<file path="config.mk">
export PLATFORM = sky130hd
export DESIGN_NAME = uart_enhanced_feature_control
export DESIGN_NICKNAME = d
export VERILOG_FILES = /design/src/uart_efc_pkg.sv /design/src/uart_enhanced_feature_control.sv
export SDC_FILE = /design/constraint.sdc
export NUM_CORES = 1
export LEC_CHECK = 0
export ABC_AREA = 1
export BUFFER_PORTS_ARGS = -buffer_cell sky130_fd_sc_hd__buf_2
export CORE_ASPECT_RATIO = 0.9
export CORE_MARGIN = 5
export CORE_UTILIZATION = 40
export DETAILED_ROUTE_END_ITERATION = 12
export GPL_TIMING_DRIVEN = 0
export SLEW_MARGIN = 20
export SYNTH_ARGS = -nofsm -noshare
export SYNTH_HDL_FRONTEND = slang
export SYNTH_SLANG_ARGS = --single-unit
</file>
<file path="constraint.sdc">
create_clock -name pclk -period 3.7 [get_ports pclk]
set_clock_uncertainty 0.2 [all_clocks]
set_input_delay 0.74 -clock pclk [delete_from_list [all_inputs] [get_ports pclk]]
set_output_delay 0.74 -clock pclk [all_outputs]
set_load 0.02 [all_outputs]
</file>
<file path="src/uart_efc_pkg.sv">
// Constants and carrier types for the enhanced-feature control block.
package uart_efc_pkg;
  // Register byte addresses on the APB.
  localparam logic [5:0] ADDR_IER = 6'h00;
  localparam logic [5:0] ADDR_ISR = 6'h04;
  localparam logic [5:0] ADDR_FCR = 6'h08;
  localparam logic [5:0] ADDR_LCR = 6'h0C;
  localparam logic [5:0] ADDR_MCR = 6'h10;
  localparam logic [5:0] ADDR_LSR = 6'h14;
  localparam logic [5:0] ADDR_MSR = 6'h18;
  localparam logic [5:0] ADDR_SPR = 6'h1C;
  localparam logic [5:0] ADDR_EFR = 6'h20;
  localparam logic [5:0] ADDR_RDY = 6'h24;
  localparam logic [5:0] ADDR_FEATURE_CONTROL = 6'h28;
  localparam logic [5:0] ADDR_TRG = 6'h2C;
  localparam logic [5:0] ADDR_XOFF2 = 6'h30;
  // Reset values.
  localparam logic [7:0] RST_ZERO = 8'h00;
  localparam logic [7:0] RST_LSR = 8'h60;
  localparam logic [7:0] RST_ISR = 8'h01;
  // Field positions.
  localparam int EFR_ENH = 4;
  localparam int EFR_SPECIAL = 5;
  localparam int EFR_AUTO_RTS = 6;
  localparam int EFR_AUTO_CTS = 7;
  localparam int FEATURE_CONTROL_IRDA_POL = 2;
  localparam int FEATURE_CONTROL_TX_INT = 3;
  localparam int FEATURE_CONTROL_REG_MODE = 6;
  localparam int FEATURE_CONTROL_TRG_SEL = 7;
  localparam int ENHANCED_MODE_SELECT_TX_COUNT = 0;
  localparam int ENHANCED_MODE_SELECT_ALT = 1;
  localparam int ISR_SPECIAL = 4;
  // FIFO depth and the four trigger tables, four levels each, table A in the low bytes.
  localparam logic [7:0] FIFO_DEPTH = 8'h80;
  localparam logic [127:0] TRIG_TABLES = 128'h78604008_70603010_38201008_3C381008;
  // Extra fill beyond the trigger for delay codes 01, 10, 11.
  localparam logic [7:0] RTS_DELAY_4 = 8'h04;
  localparam logic [7:0] RTS_DELAY_6 = 8'h06;
  localparam logic [7:0] RTS_DELAY_8 = 8'h08;

  typedef struct packed {
    logic [7:0] rx_count;
    logic [7:0] tx_count;
    logic rx_timeout;
    logic tx_hold_empty;
    logic tx_shift_empty;
  } fifo_status_type;

  typedef struct packed {
    logic valid;
    logic [7:0] data;
  } rx_char_type;
endpackage : uart_efc_pkg

</file>
<file path="src/uart_enhanced_feature_control.sv">
// Enhanced-feature control for one channel: registers, flow control, FIFO counts.
// Operation
// - Clearing enhanced enable saves, then zeroes, enhanced bits.
// - Setting enhanced enable restores saved enhanced bits.
// - After reset enhanced bits are zero.
// - Special character match sets status bit four.
// - Compare all eight XOFF2 bits with the received character.
// - Auto RTS throttles at level, releases below minus one.
// - Without auto RTS, RTS follows modem control.
// - Auto CTS stops transmitter while CTS high.
// - Low ready bits show transmit FIFO not full.
// - High ready bits show receive below trigger.
// - Delay field picks RTS throttle point.
// - Polarity bit selects IrDA receive inversion.
// - Interrupt-type bit selects transmit interrupt source.
// - Table field selects one of four tables.
// - Register mode turns scratch into count/mode register.
// - Mode select writable only in register mode.
// - Trigger-select bit routes trigger writes RX/TX.
// - Trigger write sets level, read returns count.
// - Count select picks receive or transmit count.
// - Alternate mode with transmit count select toggles counts, bit seven marks.
// - Reset clears registers, sets status defaults.
//
// Added by the designer: register access over APB and the placing of the registers.
`timescale 1ns/1ns
module uart_enhanced_feature_control
  import uart_efc_pkg::*;
(
  // Clock, reset, enable.
  input wire logic pclk,
  input wire logic presetn,
  input wire logic ce,
  // APB slave.
  input wire logic psel,
  input wire logic penable,
  input wire logic pwrite,
  input wire logic [5:0] paddr,
  input wire logic [31:0] pwdata,
  output logic [31:0] prdata,
  output logic pready,
  output logic pslverr,
  // Datapath status and received characters.
  input wire fifo_status_type fifo_status,
  input wire rx_char_type rx_char,
  input wire logic cts_n,
  input wire logic [2:0] peer_tx_ready,
  input wire logic [2:0] peer_rx_ready,
  // Controls toward the datapath and pins.
  output logic rts_n,
  output logic tx_enable,
  output logic irda_rx_invert,
  output logic rx_irq,
  output logic tx_irq,
  output logic [7:0] fifo_ready_status
);

  logic [7:0] interrupt_enable_reg;
  logic [7:0] fifo_control_reg;
  logic [7:0] line_control_reg;
  logic [7:0] modem_control_reg;
  logic [7:0] line_status_reg;
  logic [7:0] scratch;
  logic [7:0] enhanced_feature_control;
  logic [7:0] feature_control;
  logic [7:0] enhanced_mode_select;
  logic [7:0] rx_trigger;
  logic [7:0] tx_trigger;
  logic [7:0] xoff2_char;
  logic [1:0] isr_enh;
  logic special_flag;
  logic cts_delta;
  logic cts_prev;
  logic cts_armed;
  logic alt_tx_turn;
  logic [3:0] saved_ier;
  logic [1:0] saved_isr;
  logic [1:0] saved_fcr;
  logic [2:0] saved_mcr;
  logic wr_en;
  logic rd_en;
  logic enh_on;
  logic [7:0] wdata;
  logic [7:0] table_level;
  logic [7:0] next_level;
  logic [7:0] rx_level;
  logic [7:0] rts_hold;
  logic [7:0] next_rdata;
  logic next_err;
  logic [7:0] count_read;

  assign wr_en = ce && psel && penable && pwrite && pready;
  assign rd_en = ce && psel && penable && !pwrite && pready;
  assign enh_on = enhanced_feature_control[EFR_ENH];
  assign wdata = pwdata[7:0];

  // Trigger level from the selected table, or the custom level once programmed.
  always_comb
  begin
    table_level = TRIG_TABLES[{feature_control[5:4], fifo_control_reg[7:6], 3'b000} +: 8];
    if (fifo_control_reg[7:6] == 2'b11)
      next_level = FIFO_DEPTH;
    else
      next_level = TRIG_TABLES[{feature_control[5:4], fifo_control_reg[7:6] + 2'b01, 3'b000} +: 8];
    rx_level = (rx_trigger != RST_ZERO) ? rx_trigger : table_level;
    if (rx_trigger != RST_ZERO)
      next_level = rx_level + RTS_DELAY_4;
    unique case (feature_control[1:0])
      2'b00: rts_hold = next_level;
      2'b01: rts_hold = rx_level + RTS_DELAY_4;
      2'b10: rts_hold = rx_level + RTS_DELAY_6;
      2'b11: rts_hold = rx_level + RTS_DELAY_8;
    endcase
  end

  // Count seen through the scratch address in register mode.
  always_comb
  begin
    count_read = enhanced_mode_select[ENHANCED_MODE_SELECT_TX_COUNT] ? fifo_status.tx_count
                                                     : fifo_status.rx_count;
    if (enhanced_mode_select[ENHANCED_MODE_SELECT_ALT] && enhanced_mode_select[ENHANCED_MODE_SELECT_TX_COUNT])
      count_read = alt_tx_turn ? {1'b1, fifo_status.tx_count[6:0]}
                               : {1'b0, fifo_status.rx_count[6:0]};
  end

  // Read data multiplexer; unmapped addresses answer with an error and zero data.
  always_comb
  begin
    next_err = 1'b0;
    next_rdata = RST_ZERO;
    unique case (paddr)
      ADDR_IER: next_rdata = interrupt_enable_reg;
      ADDR_ISR: next_rdata = {2'b00, isr_enh[1], special_flag, 3'b000, ~(rx_irq | tx_irq)};
      ADDR_FCR: next_rdata = fifo_control_reg;
      ADDR_LCR: next_rdata = line_control_reg;
      ADDR_MCR: next_rdata = modem_control_reg;
      ADDR_LSR: next_rdata = line_status_reg;
      ADDR_MSR: next_rdata = {3'b000, ~cts_n, 3'b000, cts_delta};
      ADDR_SPR: next_rdata = feature_control[FEATURE_CONTROL_REG_MODE] ? count_read : scratch;
      ADDR_EFR: next_rdata = enhanced_feature_control;
      ADDR_RDY: next_rdata = fifo_ready_status;
      ADDR_FEATURE_CONTROL: next_rdata = feature_control;
      ADDR_TRG: next_rdata = feature_control[FEATURE_CONTROL_TRG_SEL] ? fifo_status.tx_count
                                                           : fifo_status.rx_count;
      ADDR_XOFF2: next_rdata = xoff2_char;
      default: next_err = 1'b1;
    endcase
  end

  // One wait-free access phase: pready rises in the first access cycle.
  always_ff @(posedge pclk or negedge presetn)
  begin
    if (!presetn)
    begin
      pready <= 1'b0;
      prdata <= 32'h00000000;
      pslverr <= 1'b0;
    end
    else if (ce)
    begin
      pready <= psel && !penable;
      prdata <= {24'h000000, next_rdata};
      pslverr <= psel && !penable && next_err;
    end
  end

  // Plain control registers.
  always_ff @(posedge pclk or negedge presetn)
  begin
    if (!presetn)
    begin
      line_control_reg <= RST_ZERO;
      scratch <= RST_ZERO;
      enhanced_feature_control <= RST_ZERO;
      feature_control <= RST_ZERO;
      enhanced_mode_select <= RST_ZERO;
      rx_trigger <= RST_ZERO;
      tx_trigger <= RST_ZERO;
      xoff2_char <= RST_ZERO;
    end
    else if (wr_en)
    begin
      unique case (paddr)
        ADDR_LCR: line_control_reg <= wdata;
        ADDR_SPR:
          if (feature_control[FEATURE_CONTROL_REG_MODE])
            enhanced_mode_select <= {4'h0, wdata[3:0]};
          else
            scratch <= wdata;
        ADDR_EFR: enhanced_feature_control <= wdata;
        ADDR_FEATURE_CONTROL: feature_control <= wdata;
        ADDR_TRG:
          if (feature_control[FEATURE_CONTROL_TRG_SEL])
            tx_trigger <= wdata;
          else
            rx_trigger <= wdata;
        ADDR_XOFF2: xoff2_char <= wdata;
        default: ;
      endcase
    end
  end

  // Registers that carry enhanced bits, with the save and restore around the enable.
  always_ff @(posedge pclk or negedge presetn)
  begin
    if (!presetn)
    begin
      interrupt_enable_reg <= RST_ZERO;
      fifo_control_reg <= RST_ZERO;
      modem_control_reg <= RST_ZERO;
      isr_enh <= 2'b00;
      saved_ier <= 4'h0;
      saved_isr <= 2'b00;
      saved_fcr <= 2'b00;
      saved_mcr <= 3'b000;
    end
    else if (wr_en)
    begin
      unique case (paddr)
        ADDR_IER: interrupt_enable_reg <= enh_on ? wdata
                                                 : {interrupt_enable_reg[7:4], wdata[3:0]};
        ADDR_FCR: fifo_control_reg <= enh_on ? wdata
                                             : {wdata[7:6], fifo_control_reg[5:4], wdata[3:0]};
        ADDR_MCR: modem_control_reg <= enh_on ? wdata : {modem_control_reg[7:5], wdata[4:0]};
        ADDR_ISR:
          if (enh_on)
            isr_enh <= wdata[5:4];
        ADDR_EFR:
          if (enh_on && !wdata[EFR_ENH])
          begin
            saved_ier <= interrupt_enable_reg[7:4];
            saved_isr <= isr_enh;
            saved_fcr <= fifo_control_reg[5:4];
            saved_mcr <= modem_control_reg[7:5];
            interrupt_enable_reg[7:4] <= 4'h0;
            isr_enh <= 2'b00;
            fifo_control_reg[5:4] <= 2'b00;
            modem_control_reg[7:5] <= 3'b000;
          end
          else if (!enh_on && wdata[EFR_ENH])
          begin
            interrupt_enable_reg[7:4] <= saved_ier;
            isr_enh <= saved_isr;
            fifo_control_reg[5:4] <= saved_fcr;
            modem_control_reg[7:5] <= saved_mcr;
          end
        default: ;
      endcase
    end
  end

  // Special character flag; a match in the same cycle as the status read is kept.
  // The host must clear the software flow selection while detection is on.
  always_ff @(posedge pclk or negedge presetn)
  begin
    if (!presetn)
      special_flag <= 1'b0;
    else if (ce)
    begin
      if (enhanced_feature_control[EFR_SPECIAL] && rx_char.valid
          && rx_char.data == xoff2_char)
        special_flag <= 1'b1;
      else if (rd_en && paddr == ADDR_ISR)
        special_flag <= 1'b0;
    end
  end

  // Status mirrors: line status, CTS change, and the alternate count turn.
  always_ff @(posedge pclk or negedge presetn)
  begin
    if (!presetn)
    begin
      line_status_reg <= RST_LSR;
      cts_delta <= 1'b0;
      cts_prev <= 1'b1;
      cts_armed <= 1'b0;
      alt_tx_turn <= 1'b0;
    end
    else if (ce)
    begin
      line_status_reg <= {1'b0, fifo_status.tx_hold_empty && fifo_status.tx_shift_empty,
                          fifo_status.tx_hold_empty, 4'h0, fifo_status.rx_count != RST_ZERO};
      // The first enabled edge after reset only loads the history, so a pin that
      // idles low is not reported as a change.
      cts_prev <= cts_n;
      cts_armed <= 1'b1;
      if (cts_armed && cts_n != cts_prev)
        cts_delta <= 1'b1;
      else if (rd_en && paddr == ADDR_MSR)
        cts_delta <= 1'b0;
      if (rd_en && paddr == ADDR_SPR && feature_control[FEATURE_CONTROL_REG_MODE])
        alt_tx_turn <= !alt_tx_turn;
    end
  end

  // Flow control, interrupts and the FIFO ready word.
  always_ff @(posedge pclk or negedge presetn)
  begin
    if (!presetn)
    begin
      rts_n <= 1'b1;
      tx_enable <= 1'b1;
      irda_rx_invert <= 1'b0;
      rx_irq <= 1'b0;
      tx_irq <= 1'b0;
      fifo_ready_status <= RST_ZERO;
    end
    else if (ce)
    begin
      if (!enhanced_feature_control[EFR_AUTO_RTS])
        rts_n <= !modem_control_reg[1];
      else if (fifo_status.rx_count >= rts_hold)
        rts_n <= 1'b1;
      else if (fifo_status.rx_count < rx_level - 8'h01)
        rts_n <= 1'b0;
      tx_enable <= !(enhanced_feature_control[EFR_AUTO_CTS] && cts_n);
      irda_rx_invert <= feature_control[FEATURE_CONTROL_IRDA_POL];
      rx_irq <= interrupt_enable_reg[0] && fifo_status.rx_count >= rx_level;
      tx_irq <= interrupt_enable_reg[1] && fifo_status.tx_hold_empty
                && (!feature_control[FEATURE_CONTROL_TX_INT] || fifo_status.tx_shift_empty);
      fifo_ready_status <= {peer_rx_ready,
                            fifo_status.rx_count < rx_level && !fifo_status.rx_timeout,
                            peer_tx_ready,
                            fifo_status.tx_count != FIFO_DEPTH};
    end
  end
endmodule : uart_enhanced_feature_control

</file>
Word-level counts from Yosys, hierarchy flattened --
Cells that the tools add are included.
Storage, ports and cells: register bits after elaboration 118, output and inout bits 47
Operators by class: order comparisons 4, eq/ne operators 25, bitwise logic cells 5, multiplexer cells 34, shifts and indexed selects 2, $add $sub $neg 5, reduce and logical (&&, ||, !) cells 64
Operators with widths (count):
- 128-bit by 8-bit indexed part select with 8-bit output, first input constant | 2
- 8-bit one-hot mux with 13 select lines | 1
- 8-bit 2-to-1 mux | 10
- 8-bit one-hot mux with 4 select lines | 1
- 6-bit equality test, second input constant | 5
- 6-bit by 5-bit equality test with 1-bit output, second input constant | 4
- 1-bit logical AND | 24
- 2-bit AND reduction | 11
- 8-bit by 3-bit adder with 8-bit output, second input constant | 2
- 8-bit greater-or-equal comparator | 2
- 8-bit less-than comparator | 2
- 4-bit AND reduction | 4
- 8-bit nonzero test | 2
- 13-bit OR reduction | 1
- 6-bit by 4-bit equality test with 1-bit output, second input constant | 2
- 3-bit AND reduction | 4
- 2-bit nonzero test | 6
- 2-bit 2-to-1 mux | 5
- 1-bit logical NOT | 9
- 8-bit by 4-bit adder with 8-bit output, second input constant | 1
- 8-bit equality test | 1
- 1-bit 2-to-1 mux | 8
- 4-bit 2-to-1 mux | 2
- 2-bit inequality test, second input constant | 4
- other kinds (19) | 26

Depth between registers and ports, before layout --
depth after elaboration 8, mapped depth 25, depth with buffers taken out 24

Worst setup path after synthesis --
Ideal clock, no wire load.
kind register to register, from register rx_trigger[0], to register rts_n, clock period less this slack 3.183 ns, path slack 0.517 ns, library setup time 0.060 ns, cell stages (with the launch flop) 22, data arrival time 2.923 ns, path through dfrtp_1 inv_1 ha_1 nand2_1 nor2_4 nand2_1 nand2_1 inv_1 ha_1 nand2_1 nand2_1 xor2_1 nand2_1 nand3_1 ha_1 a21oi_1 nor2_1 a211oi_1 nand4_1 o21ai_0 nand2_1 nand2_1
Between the ends: word-level cells in the longest chain between the ends 8
RTL lines:
- start, declared | line uart_enhanced_feature_control.sv:67 | logic [7:0] rx_trigger;
- start signal, assigned | line uart_enhanced_feature_control.sv:196 | rx_trigger <= wdata;
- 8-bit nonzero test | line uart_enhanced_feature_control.sv:105, uart_enhanced_feature_control.sv:106
- 8-bit 2-to-1 mux | line uart_enhanced_feature_control.sv:105 | rx_level = (rx_trigger != RST_ZERO) ? rx_trigger : table_level;
- 8-bit by 3-bit adder with 8-bit output | line uart_enhanced_feature_control.sv:107, uart_enhanced_feature_control.sv:110
- 8-bit 2-to-1 mux | line uart_enhanced_feature_control.sv:106 | if (rx_trigger != RST_ZERO)
- 8-bit one-hot mux with 4 select lines | line uart_enhanced_feature_control.sv:108 | unique case (feature_control[1:0])
- 8-bit greater-or-equal comparator | line uart_enhanced_feature_control.sv:312 | else if (fifo_status.rx_count >= rts_hold)
- 3-bit by 1-bit inequality test with 1-bit output (no source line) or 1-bit 2-to-1 mux (tied branches)
- 2-bit AND reduction (no source line) or 1-bit 2-to-1 mux (tied branches)
- end signal, assigned | line uart_enhanced_feature_control.sv:311 | rts_n <= !modem_control_reg[1];
- end, declared | line uart_enhanced_feature_control.sv:50 | output logic rts_n,
Parallel ways exist; a longest one is shown, timed or not. A chain may end at the register's enable or synchronous reset.

Worst setup path in the final report --
Ends and elaborated chain as after synthesis.

==> run metrics <==
CTS tree=yes; total global-route track usage=0.222; Congestion Overflow GR=0; Finish-stage setup viols=0; crit path capture=rts_n$_DFFE_PN1P_; row count=46; number of instances in the placed design=1318; GP Congestion=0.921; Post-Synthesis Cells=977; Crit Path Category=reg2reg; CP required=3860 ps; Critical Path Source=rx_trigger[0]$_DFFE_PN0P_; clk buf depth=2; vias in the first global route=6419; element type at the critical path end=flop; Yosys reg bits=116; reg2reg end=rts_n$_DFFE_PN1P_; min Tclk post-route=3480 ps; CTS Sinks=116; Post-Place Worst Slack=-226 ps; initial antenna violation count=0; Most used DFF post-synth=dfrtp_1; Hold Path Class=in2async; DR vias=6905; core area=17800 um2; Pwr Density=377 nW/um2; Max Freq=0.287 GHz; drt first pass iters=6; largest net degree at the start of global routing=79; non-filler cells in the finished layout=1356; Slew Limit Fails=0; hold_buf cts=0; Starting Density=0.410; Worst path max stage delay=410 ps; Ys Warns=0; Final period util=0.941; cell depth of the worst flop-to-flop path=21; MaxCap Viol Count=0; Slew headroom=0.546; CP Max Fanout=6; Die Height=138 um; Distinct cells, synth=50; Clk Latency, worst-skew pair=420 ps; antenna-violating nets left=0; Cell Chain, Critical Path=inv_2 > ha_4 > nand2_1 > nor2_4 > nand2_1 > nand2_2 > inv_2 > ha_2 > nand2_1 > nand2_1 > xor2_1 > nand2_1 > nand3_1 > ha_1 > a21oi_1 > nor2_1 > a211oi_1 > nand4_1 > o21ai_1 > nand2_1 > nand2_1; global-route wire length before repair=36800 um; IO Pins=126; sequential element share of the synthesized area=0.399; Layout Utilization=0.494; startpoint types=flop; Final #Nets=1224; Slowest cell on crit path=dfrtp_1; WP data arrival=3640 ps; Routed WL=23700 um; status=finished, final reports clean; Worst VDD drop=281 uV; starting DRC count in detailed routing=662; post-layout total power=3.31 mW; Root Buffer=clkbuf_16; Remaining DRCs=0; port bufs=77; syn avg cell area=7.46 um2; Num CTS Buffers=17; Worst R2R Start=rx_trigger[0]$_DFFE_PN0P_; H-tree depth=4; r2r setup slk=220 ps; vias per cell=5.09; leakage power=4.36 nW; fill count=1766; final hold vios=0; die area=21000 um2; layout cells sized above 1=0.176; Final HPWL DP=18000 um; Mapped Area=7290 um2; FFs w/ async S/R, synth=1.00; ANT cells=0; mean routed wirelength per cell=17.5 um; Post-synth EDFFs=0; CTS clk-pin slew, worst paths=50 ps; Area growth syn-to-layout=20.4%; Worst-Margin Slew=677 ps; Die Span X=152 um; setup ws final=217 ps; CP most frequent cell=nand2_1
[kinds of logic (layout without fill, tap and decap cells)]
family / count (synthesis) / count (layout) / share of synthesized area
simple gates: 435 / 435 / 0.255
xor+xnor: 15 / 15 / 0.0180
mux: 1 / 1 / 0.00154
compound gates: 205 / 205 / 0.156
other cells: 1 / 24 / 0.000514
fa+ha+maj: 40 / 40 / 0.0687
buf+inv: 164 / 280 / 0.101
flops: 116 / 116 / 0.399
[final cells by class]
cell class / instances / area, um2 / share of cell area
Clock buffer: 21 / 450 / 0.0513
Tap cell: 240 / 300 / 0.0342
Sequential cell: 116 / 2910 / 0.332
Multi-Input combinational cell: 720 / 3760 / 0.428
Clock inverter: 9 / 131 / 0.0150
Inverter: 116 / 439 / 0.0500
Timing Repair Buffer: 86 / 479 / 0.0546
Buffer: 48 / 307 / 0.0349
[critical path: cells and delay by family, from the launching register on]
family                     cells  cell delay, ps
xor gates and xnor gates       1             160
DFF                            1             410
and+or+nand+nor               12            1220
AOI/OAI and AO/OA              3             480
adders and majority gates      3             720
buffers and inverters          2             220
[per-layer routing]
layer,GRT usage,routed length (um),vias up
li1,-,-,3435
met1,0.333,11500,3215
met2,0.329,10200,242
met3,0.0471,1730,13
met4,0.0468,232,0
met5,0,0,-
[through the flow]
step / setup TNS (ps) / instance area (um2) / hold slack [ps]
after detailed placement: -226 / 8100 / 234
after CTS: 0 / 8710 / 37.5
after floorplan: 0 / 7380 / 201
after global placement: -201 / 8060 / 233
after global routing: -4.33 / 8780 / 54.7
final: 0 / 8780 / 31.7
[report_power, final]
part / internal (mW) / total (mW) / switching [mW] / leakage (nW)
clock network: 1.07 / 1.65 / 0.583 / 0.275
registers: 1.30 / 1.32 / 0.0188 / 1.44
logic: 0.111 / 0.341 / 0.230 / 2.64
[cells in the mapped netlist, types with 2 or more instances]
master,count,share of area
a211oi_1,2,0.0021
a21oi_1,34,0.023
a22oi_1,2,0.0021
a31oi_1,4,0.0034
buf_2,8,0.0055
buf_4,26,0.027
buf_6,2,0.0031
clkbuf_1,11,0.0057
dfrtp_1,111,0.38
dfstp_2,5,0.018
ha_1,40,0.069
inv_1,110,0.057
inv_2,5,0.0026
nand2_1,279,0.14
nand2_2,3,0.0026
nand3_1,49,0.034
nand3b_1,2,0.0021
nand4_1,15,0.013
nor2_1,55,0.028
nor2_2,5,0.0043
nor2_4,4,0.0062
nor3_1,11,0.0076
nor4_1,4,0.0034
o211ai_1,12,0.012
o21ai_0,118,0.081
o21ai_1,6,0.0041
o221ai_1,2,0.0024
o22ai_1,13,0.011
o31ai_1,2,0.0021
or2_2,4,0.0034
xnor2_1,5,0.0060
xor2_1,10,0.012
[what timing repair did]
item / 4_1_cts / 5_1_grt
resized for setup: 5 / 14
setup buffers: 3 / 5
pin swaps: 2 / 4
setup endpoints to repair: 1 / 1
[placed cells by master, fill, tap and decap left out, types with 6 or more instances in the layout]
cell type / n
nand2_1: 276
o21ai_0: 116
dfrtp_1: 109
inv_1: 104
buf_2: 84
nor2_1: 54
nand3_1: 49
ha_1: 38
a21oi_1: 34
buf_4: 33
conb_1: 24
clkbuf_16: 17
nand4_1: 15
clkbuf_1: 14
o22ai_1: 13
o211ai_1: 12
nor3_1: 11
inv_2: 10
xor2_1: 10
o21ai_1: 8
nor2_2: 6
[worst min-delay path by stage]
stage / cells after the start / from / to / slack [ps]
2_1_floorplan: 1 / enhanced_feature_control[7]$_DFFE_PN0P_ / tx_enable$_DFFE_PN1P_ / 200
3_3_place_gp: 2 / cts_armed$_DFFE_PN0P_ / cts_armed$_DFFE_PN0P_ / 230
3_5_place_dp: 2 / cts_armed$_DFFE_PN0P_ / cts_armed$_DFFE_PN0P_ / 230
4_1_cts: 1 / presetn / fifo_ready_status[4]$_DFFE_PN0P_ / 40
5_1_grt: 1 / presetn / fifo_ready_status[4]$_DFFE_PN0P_ / 50
6_report: 1 / presetn / fifo_ready_status[4]$_DFFE_PN0P_ / 30
No activity file was read; power rests on OpenSTA's default activity.
